<file path="src/hdl/half_bridge_input_decoder_defines.svh">
// Constants for the half-bridge input decoder: mode codes, dead time.
// Assumes a 50 MHz system clock.
`ifndef HALF_BRIDGE_INPUT_DECODER_DEFINES_SVH
`define HALF_BRIDGE_INPUT_DECODER_DEFINES_SVH

`define MODE_SIX_INPUT 3'h0
`define MODE_THREE_INPUT 3'h1
`define MODE_SINGLE_PWM 3'h2
`define MODE_INDEP_HALF 3'h3
`define MODE_AB_HALF_C_FET 3'h4
`define MODE_BC_HALF_A_FET 3'h5
`define MODE_A_HALF_BC_FET 3'h6
`define MODE_INDEP_FET 3'h7

`define CLK_PERIOD_NS 20
`define DEAD_TIME_NS 100
// Least time, rounded up to whole cycles
`define DEAD_CYCLES ((`DEAD_TIME_NS + `CLK_PERIOD_NS - 1) / `CLK_PERIOD_NS)
`define DEAD_CNT_W 4

`endif

</file>
<file path="src/hdl/half_bridge_input_decoder_pkg.sv">
// Types shared by the half-bridge input decoder files.
// Assumes the defines header is compiled alongside.
package half_bridge_input_decoder_pkg;
  typedef enum logic [2:0] {
    ph_off = 3'h1,
    ph_dead = 3'h2,
    ph_on = 3'h4
  } phase_state_t;
endpackage : half_bridge_input_decoder_pkg

</file>
<file path="src/hdl/dead_time_phase.sv">
// One half-bridge phase: gate requests to registered gate outputs.
// Requests are synchronous; bypass registers the requests onto the gates with no dead time.
`timescale 1ns/1ps
`default_nettype none
`include "half_bridge_input_decoder_defines.svh"

module dead_time_phase (
  input wire logic i_sys_clk, // System clock
  input wire logic i_rst_n, // Synchronised reset, active low
  input wire logic i_bypass, // Independent-FET phase
  input wire logic i_req_high, // Requested high gate
  input wire logic i_req_low, // Requested low gate
  output logic o_high_gate, // High gate drive
  output logic o_low_gate // Low gate drive
);
  half_bridge_input_decoder_pkg::phase_state_t state;
  logic [`DEAD_CNT_W-1:0] dead_cnt;
  logic want_high;
  logic want_low;

  // Both requested in a half-bridge is treated as both off
  assign want_high = i_req_high & ~i_req_low;
  assign want_low = i_req_low & ~i_req_high;

  always_ff @(posedge i_sys_clk or negedge i_rst_n) begin
    if (!i_rst_n) begin
      state <= half_bridge_input_decoder_pkg::ph_off;
      dead_cnt <= '0;
      o_high_gate <= 1'b0;
      o_low_gate <= 1'b0;
    end else if (i_bypass) begin
      o_high_gate <= i_req_high;
      o_low_gate <= i_req_low;
      state <= half_bridge_input_decoder_pkg::ph_off;
      dead_cnt <= '0;
    end else begin
      case (state)
        half_bridge_input_decoder_pkg::ph_off: begin
          o_high_gate <= 1'b0;
          o_low_gate <= 1'b0;
          if (want_high | want_low) begin
            state <= half_bridge_input_decoder_pkg::ph_dead;
            dead_cnt <= `DEAD_CNT_W'(`DEAD_CYCLES - 1);
          end
        end
        half_bridge_input_decoder_pkg::ph_dead: begin
          if (!(want_high | want_low)) begin
            state <= half_bridge_input_decoder_pkg::ph_off;
          end else if (dead_cnt == '0) begin
            state <= half_bridge_input_decoder_pkg::ph_on;
            o_high_gate <= want_high;
            o_low_gate <= want_low;
          end else begin
            dead_cnt <= dead_cnt - 1'b1;
          end
        end
        half_bridge_input_decoder_pkg::ph_on: begin
          // Any change first drops both gates
          if (want_high != o_high_gate || want_low != o_low_gate) begin
            o_high_gate <= 1'b0;
            o_low_gate <= 1'b0;
            state <= half_bridge_input_decoder_pkg::ph_off;
          end
        end
        default: begin
          state <= half_bridge_input_decoder_pkg::ph_off;
          o_high_gate <= 1'b0;
          o_low_gate <= 1'b0;
        end
      endcase
    end
  end
endmodule : dead_time_phase
`default_nettype wire

</file>
<file path="src/hdl/half_bridge_input_decoder.sv">
// Gate command decoder for three-input, single-PWM and mixed modes.
// Inputs synchronous to i_sys_clk; mode held stable while switching.
`timescale 1ns/1ps
`default_nettype none
`include "half_bridge_input_decoder_defines.svh"

module half_bridge_input_decoder (
  input wire logic i_sys_clk, // 50 MHz clock
  input wire logic i_arst_n, // Async reset, active low
  input wire logic [2:0] i_bridge_control_select, // Mode code
  input wire logic i_serial_variant, // 1: serial-configured part
  input wire logic i_rectification_select, // 1: diode freewheel
  input wire logic i_brake_coast_select, // 1: coast on brake
  input wire logic [2:0] i_high_in, // high_in_x, index 0 = A
  input wire logic [2:0] i_low_in, // low_in_x, index 0 = A
  output logic [2:0] o_high_gate, // high_gate_x, index 0 = A
  output logic [2:0] o_low_gate, // low_gate_x, index 0 = A
  output logic o_mode_supported // Mode decoded by this block
);
  logic rst_meta_n;
  logic rst_n;
  logic [2:0] mode;
  logic pwm_in_a;
  logic [2:0] state_abc;
  logic direction_in;
  logic brake_n;
  logic [2:0] fwd_code;
  logic [2:0] req_high;
  logic [2:0] req_low;
  logic [2:0] bypass;
  logic [2:0] gate_high;
  logic [2:0] gate_low;
  logic supported;
  logic [1:0] src;
  logic [1:0] snk;
  logic drive;

  always_ff @(posedge i_sys_clk or negedge i_arst_n) begin
    if (!i_arst_n) begin
      rst_meta_n <= 1'b0;
      rst_n <= 1'b0;
    end else begin
      rst_meta_n <= 1'b1;
      rst_n <= rst_meta_n;
    end
  end

  assign mode = i_bridge_control_select;
  assign pwm_in_a = i_high_in[0];
  assign state_abc = {i_low_in[0], i_high_in[1], i_low_in[1]};
  assign direction_in = i_high_in[2];
  assign brake_n = i_low_in[2];
  assign fwd_code = direction_in ? ~state_abc : state_abc;

  // Source and sink phases of the six-step table
  always_comb begin
    src = 2'h0;
    snk = 2'h0;
    drive = 1'b1;
    case (fwd_code)
      3'h6: begin src = 2'h1; snk = 2'h2; end
      3'h4: begin src = 2'h0; snk = 2'h2; end
      3'h5: begin src = 2'h0; snk = 2'h1; end
      3'h1: begin src = 2'h2; snk = 2'h1; end
      3'h3: begin src = 2'h2; snk = 2'h0; end
      3'h2: begin src = 2'h1; snk = 2'h0; end
      default: drive = 1'b0;
    endcase
  end

  always_comb begin
    req_high = 3'h0;
    req_low = 3'h0;
    bypass = 3'h0;
    supported = 1'b1;
    case (mode)
      `MODE_THREE_INPUT, `MODE_INDEP_HALF: begin
        req_high = i_low_in & i_high_in;
        req_low = i_low_in & ~i_high_in;
      end
      `MODE_SINGLE_PWM: begin
        if (!brake_n) begin
          req_high = 3'h0;
          req_low = (i_serial_variant && i_brake_coast_select) ?
                    3'h0 : 3'h7;
        end else if (state_abc == 3'h7) begin
          req_high[0] = pwm_in_a;
          req_low = {2'h3, ~pwm_in_a &
                    ~(i_serial_variant & i_rectification_select)};
        end else if (drive) begin
          req_high[src] = pwm_in_a;
          req_low[src] = ~pwm_in_a &
                         ~(i_serial_variant & i_rectification_select);
          req_low[snk] = 1'b1;
        end
      end
      `MODE_AB_HALF_C_FET: begin
        if (i_serial_variant) begin
          req_high = {i_high_in[2], i_low_in[1:0] & i_high_in[1:0]};
          req_low = {i_low_in[2], i_low_in[1:0] & ~i_high_in[1:0]};
          bypass = 3'h4;
        end else begin
          supported = 1'b0;
        end
      end
      `MODE_BC_HALF_A_FET: begin
        req_high = {i_low_in[2:1] & i_high_in[2:1], i_high_in[0]};
        req_low = {i_low_in[2:1] & ~i_high_in[2:1], i_low_in[0]};
        bypass = 3'h1;
      end
      `MODE_A_HALF_BC_FET: begin
        req_high = {i_high_in[2:1], i_low_in[0] & i_high_in[0]};
        req_low = {i_low_in[2:1], i_low_in[0] & ~i_high_in[0]};
        bypass = 3'h6;
      end
      default: begin
        // left to the other decoders; gates off here
        supported = 1'b0;
      end
    endcase
  end

  genvar g;
  generate
    for (g = 0; g < 3; g = g + 1) begin : gen_phase
      dead_time_phase u_phase (
        .i_sys_clk(i_sys_clk),
        .i_rst_n(rst_n),
        .i_bypass(bypass[g]),
        .i_req_high(req_high[g]),
        .i_req_low(req_low[g]),
        .o_high_gate(gate_high[g]),
        .o_low_gate(gate_low[g])
      );
    end
  endgenerate

  assign o_high_gate = gate_high;
  assign o_low_gate = gate_low;

  always_ff @(posedge i_sys_clk or negedge rst_n) begin
    if (!rst_n) begin
      o_mode_supported <= 1'b0;
    end else begin
      o_mode_supported <= supported;
    end
  end
endmodule : half_bridge_input_decoder
`default_nettype wire

</file>
<file path="config.mk">
export PLATFORM = sky130hd
export DESIGN_NAME = half_bridge_input_decoder
export DESIGN_NICKNAME = d
export VERILOG_FILES = /design/src/hdl/half_bridge_input_decoder_pkg.sv /design/src/hdl/dead_time_phase.sv /design/src/hdl/half_bridge_input_decoder.sv
export VERILOG_INCLUDE_DIRS = /design/src /design/src/hdl
export SDC_FILE = /design/constraint.sdc
export NUM_CORES = 1
export LEC_CHECK = 0
export BUFFER_PORTS_ARGS = -buffer_cell sky130_fd_sc_hd__buf_4
export CELL_PAD_IN_SITES_DETAIL_PLACEMENT = 1
export CELL_PAD_IN_SITES_GLOBAL_PLACEMENT = 1
export CORE_ASPECT_RATIO = 1.1
export CORE_UTILIZATION = 45
export CTS_CLUSTER_SIZE = 16
export DETAILED_ROUTE_END_ITERATION = 8
export PLACE_DENSITY = 0.89
export SLEW_MARGIN = 30
export SYNTH_ARGS = -nofsm -noshare
export SYNTH_HDL_FRONTEND = slang
export SYNTH_SLANG_ARGS = --single-unit
</file>
<file path="constraint.sdc">
create_clock -name i_sys_clk -period 1.5 [get_ports i_sys_clk]
set_input_delay 0.15 -clock i_sys_clk [delete_from_list [all_inputs] [get_ports i_sys_clk]]
set_output_delay 0.15 -clock i_sys_clk [all_outputs]
set_load 0.03 [all_outputs]
</file>
==> results.json, run 1 <==
{
  "synth_seq_area_share": 0.3279,
  "synth_area_sq_um": 2301,
  "synthesis.nets": 285,
  "start_util": 0.4812,
  "synthTopCellsByArea": "dfrtp_1 (29%), ha_1 (4.9%), o21ai_0 (3.5%)",
  "cts_buffer_depth": 2,
  "synth_top_area_share": 0.2936,
  "synth-edff-count": 0,
  "die_w_um": 70.18,
  "synth_top_family_by_area": "simple AND/OR/NAND/NOR gates",
  "globalplace.congestion": 0.7915,
  "h-tree-depth": 2,
  "die_h_um": 77.00,
  "antenna_found_initial": 0,
  "tool.error": "[ERROR DPL-0033] detailed placement checks failed during check placement.",
  "synth-simple-area-share": 0.2414,
  "synthFlopType": "dfrtp_1",
  "netlist_instances": 262,
  "status": "did not finish",
  "synthMuxAreaShare": 0.04296,
  "io_buffers": 20,
  "yosysMostFrequentCell": "dfrtp_1",
  "synth_common_cells": "dfrtp_1 (27), inv_1 (16), o21ai_0 (16)",
  "synth_compound_area_frac": 0.2365,
  "fp-row-count": 26,
  "dpl_cell_area_sq_um": 3110,
  "synthAdderAreaFrac": 0.04894,
  "cts_sinks": 30,
  "synth_warnings": 0,
  "numCtsBuffers": 5,
  "crit_endpoint": "gen_phase[0].u_phase.o_high_gate$_DFFE_PN0P_/D",
  "dp_hpwl_mm": 6.667,
  "async_flop_share": 1.000,
  "synth_xor_area_frac": 0.03045,
  "cts-root-buf": "clkbuf_8",
  "io_pins": 21,
  "grt_max_degree": 29,
  "endpoint_type": "register input",
  "syn_avg_cell_area_sq_um": 8.782,
  "synth-seq-cells": 30,
  "haltStage": "global routing (5_1_grt)",
  "yosysTopAreaCell": "dfrtp_1",
  "synth.distinct_cells": 59
}
what timing repair did:
| item | CTS |
|---|---|
| pin swaps | 30 |
| hold buffers | 1 |
| setup endpoints to repair | 27 |
| buffers inserted | 10 |
| resized for setup | 59 |
| hold endpoints to repair | 2 |
metrics by stage:
step / std cells / hold slack [ns] / TNS, ns / setup WS (ns)
after detailed placement: 385 / -0.06315 / -19.03 / -0.9519
after floorplan: 262 / -0.1456 / -9.521 / -0.7300
after CTS: 401 / 0.1730 / -8.216 / -0.5019
after global placement: 385 / -0.06749 / -14.29 / -0.7403
cells by family after synthesis:
kind of cell             count (synthesis)
flip-flops                              30
AND/OR/NAND/NOR                         90
buffers and inverters                   36
other                                    1
multiplexers                             9
AO/OA/AOI/OAI                           79
adder cells (fa/ha/maj)                  9
XOR/XNOR                                 8
==> inputs of run 2 (changes only) <==
Settings changed: CELL_PAD_IN_SITES_DETAIL_PLACEMENT 1 to unset, CELL_PAD_IN_SITES_GLOBAL_PLACEMENT 1 to unset, CORE_ASPECT_RATIO 1.1 to unset, CORE_UTILIZATION 45 to 30, CTS_CLUSTER_SIZE 16 to unset, PLACE_DENSITY 0.89 to unset, PLACE_DENSITY_LB_ADDON set to 0.15.
==> run 2 against run 1 <==
The flow now finishes, with violations (setup timing); synthesized cell count unchanged; synthesized area is the same.
==> results.json, run 2 <==
{
  "crit_chain": "buf_8 > mux2_4 > o221ai_2 > a21oi_2 > a31o_2 > ha_4 > or2_4 > nor3_4 > mux2i_1 > o31ai_1",
  "first_iter_violations": 127,
  "fp-row-count": 31,
  "wl_mm": 6.328,
  "drt-vias-per-instance": 4.946,
  "h-tree-depth": 2,
  "die_w_um": 89.58,
  "synthesis.nets": 285,
  "r2r_cells": 7,
  "cts_buffer_depth": 2,
  "grt_pass1_wl_mm": 10.81,
  "cp_max_fo": 6,
  "grt_max_degree": 29,
  "drive_gt1_frac": 0.5072,
  "violations": "setup timing",
  "cts_sinks": 30,
  "num-fill-cells": 689,
  "core_sq_um": 7331,
  "syn_avg_cell_area_sq_um": 8.782,
  "hold_slack_ns": 0.1757,
  "r2r-start": "gen_phase[1].u_phase.dead_cnt[0]",
  "multiInputGateArea_sq_um": 1768,
  "dp_hpwl_mm": 4.624,
  "final_common_cell": "buf_4",
  "synth_seq_area_share": 0.3279,
  "endpoint_kind": "flip-flop",
  "path_buf_inv": 1,
  "area_growth_pct": 56.12,
  "final_core_util": 0.4900,
  "io_buffers": 20,
  "slowest_stage": "mux2_4",
  "hp-class": "input pin to async pin",
  "synthTopCellsByArea": "dfrtp_1 (29%), ha_1 (4.9%), o21ai_0 (3.5%)",
  "clock.fmax_mhz": 526.1,
  "grt_overflow": 0,
  "die_h_um": 89.58,
  "ant_nets": 0,
  "start_kind": "input pin",
  "synth-edff-count": 0,
  "r2r_slack_ns": -0.29,
  "regMostFlops": "gen_phase.u_phase.dead_cnt",
  "io_pins": 21,
  "slowest_delay_ns": 0.29,
  "finalSetupViolCount": 25,
  "power_density_nw_per_um2": 926.7,
  "clk_pin_slew_ns": 0.07,
  "grt_pass1_vias": 2314,
  "maxCapViolCount": 0,
  "tritoncts": "built",
  "antenna_found_initial": 0,
  "yosysTopAreaCell": "dfrtp_1",
  "synth.distinct_cells": 59,
  "nets": 368,
  "wire_per_inst_um": 14.25,
  "path_class": "input pin to flip-flop",
  "synth_area_sq_um": 2301,
  "fin_skew_ns": 0.01156,
  "ir_worst_vdd_mv": 0.5860,
  "synth_top_area_share": 0.2936,
  "p_leak_nw": 1.567,
  "track_usage": 0.1765,
  "fin_tns_setup_ns": -6.007,
  "synth_common_cells": "dfrtp_1 (27), inv_1 (16), o21ai_0 (16)",
  "insertedDiodeCount": 0,
  "synth-seq-cells": 30,
  "grt_setup_unrepaired": "true",
  "vias": 2196,
  "first_pass_iters": 4,
  "clk_latency_ns": 0.28,
  "critPathTopFamily": "compound AO/OA/AOI/OAI gates",
  "p_total_mw": 3.329,
  "largest_reg_flops": 12,
  "cts-root-buf": "clkbuf_8",
  "synthFlopType": "dfrtp_1",
  "dieArea_sq_um": 8024,
  "reg_top3": "gen_phase.u_phase.dead_cnt x12, gen_phase.u_phase.state x9",
  "r2r-end": "gen_phase[1].u_phase.dead_cnt[3]",
  "globalplace.congestion": 0.8246,
  "period_needed_ns": 1.901,
  "status": "finished with violations",
  "yosysMostFrequentCell": "dfrtp_1",
  "async_flop_share": 1.000,
  "remaining_drc_errors": 0,
  "hold_viol_final": 0,
  "synth_warnings": 0,
  "netlist_instances": 262,
  "post-route-period-util": 1.267,
  "final_cell_mix": "buf_4 (79), dfrtp_1 (27), inv_1 (14)",
  "seq_area_sq_um": 754.5,
  "numCtsBuffers": 5,
  "critical_path_required_ns": 1.68,
  "setup_ws_ns": -0.4008,
  "drv_slew": 0,
  "start_util": 0.3139,
  "crit_arrival_ns": 2.08
}
[run 2: timing repair]
| action | 4_1_cts | 5_1_grt |
|---|---|---|
| hold endpoints to repair | 2 | 0 |
| buffers inserted | 6 | 1 |
| hold buffers | 1 | 0 |
| resized for setup | 51 | 18 |
| endpoints found under the setup margin | 26 | 27 |
| pin swaps | 30 | 12 |
[run 2: worst max-delay path by stage]
stage                                          start  slack, ns                          endpoint  depth (start not counted)
after floorplan                         i_high_in[2]      -0.73  gen_phase[1].u_phase.dead_cnt[3]                         10
after global placement                  i_high_in[2]      -0.77  gen_phase[1].u_phase.dead_cnt[3]                         10
after detailed placement                i_high_in[2]      -0.77  gen_phase[1].u_phase.dead_cnt[3]                         10
after CTS                               i_high_in[2]      -0.40  gen_phase[1].u_phase.dead_cnt[3]                         10
after global routing      i_bridge_control_select[1]      -0.47  gen_phase[1].u_phase.dead_cnt[3]                         10
final                                   i_high_in[2]      -0.40  gen_phase[2].u_phase.dead_cnt[0]                         10
[run 2: kinds of logic after synthesis]
family / Yosys count / share of synthesized area
and+or+nand+nor: 90 / 0.2414
AOI/OAI and AO/OA: 79 / 0.2365
buffers and inverters: 36 / 0.07014
DFF: 30 / 0.3279
adders and majority gates: 9 / 0.04894
muxes: 9 / 0.04296
xor gates and xnor gates: 8 / 0.03045
other: 1 / 0.001630
[run 2: metrics by stage]
stage	cell area (sq um)	setup WS (ns)	std cells
floorplan	2565	-0.7300	262
global placement	3174	-0.7679	431
detailed placement	3174	-0.7743	431
CTS	3510	-0.3964	443
global route	3592	-0.4706	444
finish	3592	-0.4008	444
[run 2: layout make-up]
class,count,area share
Tap cell,99,0.03448
Multi-Input combinational cell,196,0.4922
Timing Repair Buffer,96,0.2226
Inverter,16,0.01672
Sequential cell,30,0.2100
Clock buffer,7,0.02403
[run 2: worst reg2reg max path: cells and delay by family, from the launching register on]
| family | cells | cell delay [ns] |
|---|---|---|
| DFF | 1 | 0.38 |
| adders and majority gates | 1 | 0.16 |
| and+or+nand+nor | 1 | 0.43 |
| AOI/OAI and AO/OA | 3 | 0.52 |
| buffers and inverters | 2 | 0.23 |
[run 2: power breakdown]
group / internal, mW / total (mW) / leakage [nW] / switching, mW
clock network: 0.364 / 0.665 / 0.0443 / 0.301
registers: 0.938 / 1.09 / 0.386 / 0.156
logic: 0.854 / 1.57 / 1.14 / 0.716
[run 2: layer usage]
metal  GRT usage  part of all wire  vias up
li1            -                 -     1125
met4     0.04329            0.0066        0
met3     0.04205             0.026        2
met2      0.3209              0.52       15
met5           0                 0        -
met1      0.2086              0.45     1054
No activity file was read; power rests on OpenSTA's default activity.
==> inputs of run 3 (changes only) <==
Settings changed: CORE_ASPECT_RATIO set to 1.2, CORE_UTILIZATION 30 to 40.
==> run 3 against run 2 <==
The run ends with DRC, setup timing left; non-clock buffer count grew 5; routed wire length grew 2.2%; total power shrank 0.15%; via count grew 5.2%; global-route usage grew 5.2 points; sequential share of layout area shrank 0.33 points; die area shrank 24%; sequential power is essentially flat; critical path depth is the same; first-iteration DRC count shrank 14%; largest cell class unchanged; highest routed layer unchanged.
==> results.json, run 3 (synthesized netlist as in run 2, its figures left out) <==
{
  "p_total_mw": 3.324,
  "numCtsBuffers": 5,
  "vias": 2311,
  "tritoncts": "built",
  "grt_pass1_vias": 2449,
  "drive_gt1_frac": 0.5429,
  "p_switching_mw": 1.154,
  "cp_max_fo": 5,
  "regMostFlops": "gen_phase.u_phase.dead_cnt",
  "nets": 373,
  "slowest_delay_ns": 0.33,
  "r2r-start": "gen_phase[1].u_phase.dead_cnt[0]",
  "critical_path_required_ns": 1.69,
  "final_common_cell": "buf_4",
  "violations": "DRC, setup timing",
  "largest_reg_flops": 12,
  "antenna_found_initial": 0,
  "die_w_um": 71.24,
  "cts_buffer_depth": 2,
  "clk_latency_ns": 0.28,
  "io_pins": 21,
  "crit_chain": "buf_8 > mux2_4 > o221ai_2 > a21oi_2 > a21o_1 > ha_4 > nor4b_4 > a211oi_2 > or3_1 > a211oi_2",
  "wire_per_inst_um": 15.70,
  "status": "finished with violations",
  "clock.fmax_mhz": 512.2,
  "power_density_nw_per_um2": 910.7,
  "grt_pass1_wl_mm": 10.99,
  "first_iter_violations": 109,
  "ant_nets": 0,
  "p_int_mw": 2.170,
  "cts-root-buf": "clkbuf_8",
  "fp-row-count": 29,
  "fin_skew_ns": 0.004516,
  "r2r_cells": 7,
  "area_growth_pct": 58.62,
  "slowest_stage": "or3_1",
  "p_clk_frac": 0.197,
  "grt_max_degree": 29,
  "path_common_cell": "a211oi_2",
  "power_frac_seq": 0.324,
  "globalplace.congestion": 0.8537,
  "r2r-end": "gen_phase[1].u_phase.dead_cnt[3]",
  "dpl_cell_area_sq_um": 3126,
  "dp_hpwl_mm": 4.456,
  "setup_ws_ns": -0.4522,
  "grt_setup_unrepaired": "true",
  "die_h_um": 85.09,
  "grt_overflow": 0,
  "p_comb_frac": 0.480,
  "p_leak_nw": 1.627,
  "dieArea_sq_um": 6061,
  "drv_slew": 0,
  "num-fill-cells": 420,
  "wl_mm": 6.469,
  "crit_arrival_ns": 2.14,
  "path_class": "input pin to flip-flop",
  "core_sq_um": 5406,
  "dp_cells": 392,
  "reg_top3": "gen_phase.u_phase.dead_cnt x12, gen_phase.u_phase.state x9",
  "r2r_slack_ns": -0.31,
  "finalSetupViolCount": 25,
  "switching_share": 0.3471,
  "start_kind": "input pin",
  "first_pass_iters": 6,
  "endpoint_kind": "flip-flop",
  "hp-class": "input pin to async pin",
  "insertedDiodeCount": 0,
  "hold_viol_final": 0,
  "h-tree-depth": 2,
  "instances_no_fill": 412,
  "track_usage": 0.2281,
  "io_buffers": 20,
  "post-route-period-util": 1.301,
  "ir_worst_vdd_mv": 0.7299,
  "final_cell_mix": "buf_4 (83), dfrtp_1 (27), inv_1 (15)",
  "stdcell_area_sq_um": 3650,
  "start_util": 0.4256,
  "clk_pin_slew_ns": 0.06,
  "cts_sinks": 30,
  "period_needed_ns": 1.952,
  "remaining_drc_errors": 1,
  "drt-vias-per-instance": 5.609,
  "maxCapViolCount": 0
}
run 3: cell types whose count changed in the layout (fill, tap and decap cells not counted), moves of 3 or more:
cell	change
nor3b_2	+3
o21ai_1	-3
buf_4	+4
buf_6	-3
run 3: area by class of cell:
cell class	instances	area [sq um]	area share
well taps	62	77.57	0.02125
flip-flops and latches	30	754.5	0.2067
clock buffers	7	86.33	0.02365
inverters	16	60.06	0.01646
repair buffers	101	878.3	0.2407
multi-input cells	196	1793	0.4913
run 3: power groups by stage:
stage	clock network (mW)	registers [mW]	logic (mW)
floorplan	0	1.09	0.795
global placement	0	1.08	1.28
detailed placement	0	1.08	1.30
CTS	0.678	1.08	1.47
global route	0.717	1.09	1.74
finish	0.653	1.08	1.59
run 3: worst max-delay path, delay by kind of cell:
| kind | cells | cell delay, ns |
|---|---|---|
| AOI/OAI and AO/OA | 5 | 0.74 |
| and+or+nand+nor | 2 | 0.58 |
| muxes | 1 | 0.29 |
| adders and majority gates | 1 | 0.27 |
| buffers and inverters | 1 | 0.11 |
run 3: worst max-delay path by stage:
stage | from | to | slack, ns | cells after the start
after floorplan | i_high_in[2] | gen_phase[1].u_phase.dead_cnt[3] | -0.73 | 10
after global placement | i_high_in[2] | gen_phase[1].u_phase.dead_cnt[3] | -0.75 | 10
after detailed placement | i_bridge_control_select[0] | gen_phase[1].u_phase.dead_cnt[3] | -0.77 | 10
after CTS | i_bridge_control_select[0] | gen_phase[2].u_phase.o_high_gate | -0.46 | 11
after global routing | i_high_in[2] | gen_phase[1].u_phase.dead_cnt[3] | -0.50 | 10
final | i_high_in[2] | gen_phase[1].u_phase.dead_cnt[3] | -0.45 | 10
run 3: per-stage QoR:
stage / util / setup WS, ns / setup TNS [ns] / hold slack [ns]
finish: 0.6751 / -0.4522 / -6.764 / 0.2025
global route: 0.6751 / -0.4980 / -8.532 / 0.2095
CTS: 0.6508 / -0.4645 / -7.055 / 0.1822
detailed placement: 0.5781 / -0.7708 / -14.84 / -0.06628
global placement: 0.5781 / -0.7472 / -14.33 / -0.06734
floorplan: - / -0.7300 / -9.521 / -0.1456
run 3: per-layer routing:
| layer | vias up | part of all wire | GRT usage |
|---|---|---|---|
| met5 | - | 0 | 0 |
| met1 | 1138 | 0.43 | 0.2743 |
| met2 | 27 | 0.54 | 0.4009 |
| met3 | 8 | 0.024 | 0.04394 |
| li1 | 1138 | - | - |
| met4 | 0 | 0.011 | 0.08364 |
run 3: what timing repair did:
item / CTS / global route
pin swaps: 41 / 24
setup buffers: 15 / 4
gates resized for setup: 40 / 37
endpoints found under the hold margin: 2 / 0
hold buffers: 1 / 0
gates cloned: 1 / 0
endpoints found under the setup margin: 26 / 27
==> inputs of run 4 (changes only) <==
Settings changed: CTS_BUF_LIST set to sky130_fd_sc_hd__clkbuf_8.
==> run 4 against run 3 <==
The run still ends with DRC, setup timing left; sequential power barely moved; flip-flop and latch count unchanged; sequential share of layout area stayed put; fmax stayed put; critical path type unchanged; critical endpoint unchanged; largest cell class unchanged; highest routed layer unchanged.
==> results.json, run 4 (synthesized netlist as in run 2, its figures left out) <==
{
  "status": "finished with violations",
  "violations": "DRC, setup timing",
  "grt_pass1_vias": 2449,
  "numCtsBuffers": 5,
  "dp_cells": 392,
  "dp_slack_ns": -0.7708,
  "drive_gt1_frac": 0.5429,
  "maxCapViolCount": 0,
  "clock.fmax_mhz": 512.2,
  "num-fill-cells": 420,
  "p_comb_frac": 0.480,
  "period_needed_ns": 1.952,
  "post-route-period-util": 1.301,
  "h-tree-depth": 2,
  "die_w_um": 71.24,
  "ant_nets": 0,
  "insertedDiodeCount": 0,
  "area_growth_pct": 58.62,
  "wire_per_inst_um": 15.70,
  "power_frac_seq": 0.325,
  "final_cell_mix": "buf_4 (83), dfrtp_1 (27), inv_1 (16)",
  "hp-class": "input pin to async pin",
  "r2r-start": "gen_phase[1].u_phase.dead_cnt[0]",
  "start_kind": "input pin",
  "cp_max_fo": 5,
  "cts_sinks": 30,
  "track_usage": 0.2281,
  "fin_tns_setup_ns": -6.763,
  "hold_viol_final": 0,
  "instances_no_fill": 412,
  "final_common_cell": "buf_4",
  "die_h_um": 85.09,
  "wl_mm": 6.470,
  "stdcell_area_sq_um": 3650,
  "grt_setup_unrepaired": "true",
  "p_int_mw": 2.163,
  "grt_overflow": 0,
  "clk_pin_slew_ns": 0.06,
  "switching_share": 0.3479,
  "first_pass_iters": 6,
  "globalplace.congestion": 0.8537,
  "io_pins": 21,
  "tritoncts": "built",
  "grt_pass1_wl_mm": 10.99,
  "start_util": 0.4256,
  "finalSetupViolCount": 25,
  "crit_arrival_ns": 2.14,
  "drv_slew": 0,
  "final_core_util": 0.6751,
  "cts-root-buf": "clkbuf_8",
  "dieArea_sq_um": 6061,
  "critical_path_required_ns": 1.69,
  "ir_worst_vdd_mv": 0.7296,
  "fin_skew_ns": 0.004506,
  "remaining_drc_errors": 1,
  "nets": 373,
  "p_clk_frac": 0.195,
  "dpl_cell_area_sq_um": 3126,
  "drt-vias-per-instance": 5.609,
  "reg_top3": "gen_phase.u_phase.dead_cnt x12, gen_phase.u_phase.state x9",
  "largest_reg_flops": 12,
  "crit_start": "i_high_in[2]",
  "io_buffers": 20,
  "p_total_mw": 3.317,
  "core_sq_um": 5406,
  "cts_buffer_depth": 2,
  "setup_ws_ns": -0.4522,
  "regMostFlops": "gen_phase.u_phase.dead_cnt",
  "p_leak_nw": 1.631,
  "path_class": "input pin to flip-flop",
  "endpoint_kind": "flip-flop",
  "power_density_nw_per_um2": 909.0,
  "r2r_cells": 7,
  "grt_max_degree": 29,
  "clk_latency_ns": 0.28,
  "vias": 2311,
  "p_switching_mw": 1.154,
  "dp_hpwl_mm": 4.456,
  "antenna_found_initial": 0,
  "hold_slack_ns": 0.2022,
  "first_iter_violations": 109,
  "fp-row-count": 29
}
## run 4: cell types whose count changed in the layout (fill, tap and decap cells not counted)
cell | before | now
inv_1 | 15 | 16
clkbuf_1 | 1 | 0
## run 4: final cells by class
cell class	instances	area, sq um	share of cell area
multi-input combinational	196	1793	0.4913
sequential	30	754.5	0.2067
clock inverter	1	3.754	0.001028
clock buffer	6	82.58	0.02263
inverter	16	60.06	0.01646
timing repair buffer	101	878.3	0.2407
tap	62	77.57	0.02125
## run 4: metal layers
layer / global-route usage / part of all wire
met2: 0.4009 / 0.54
met4: 0.08364 / 0.011
met1: 0.2743 / 0.43
met3: 0.04394 / 0.024
met5: 0 / 0
## run 4: final timing paths
kind / to / slack [ns]
setup / recovery: gen_phase[1].u_phase.dead_cnt[3] / -0.45
max in group asynchronous: gen_phase[0].u_phase.state[0] / 0.94
min in group i_sys_clk: gen_phase[2].u_phase.o_low_gate / 0.22
hold / removal: rst_meta_n / 0.20
hold reg to reg: gen_phase[2].u_phase.dead_cnt[0] / 0.25
setup reg to reg: gen_phase[1].u_phase.dead_cnt[3] / -0.31
## run 4: what timing repair did
action	4_1_cts	5_1_grt
setup buffers	15	4
hold buffers	1	0
gates cloned	1	0
hold endpoints to repair	2	0
resized for setup	40	37
pin swaps	41	24
endpoints found under the setup margin	26	27
## run 4: power groups by stage
stage               Combinational, mW  Sequential, mW  Clock [mW]
floorplan                       0.795            1.09           0
global placement                 1.28            1.08           0
detailed placement               1.30            1.08           0
CTS                              1.47            1.08       0.671
global route                     1.74            1.09       0.710
finish                           1.59            1.08       0.647
## run 4: worst max-delay path, stage by stage
cell and delay [ns]:
buf_8 0.11, mux2_4 0.29, o221ai_2 0.17, a21oi_2 0.10, a21o_1 0.18, ha_4 0.27
nor4b_4 0.25, a211oi_2 0.11, or3_1 0.33, a211oi_2 0.18
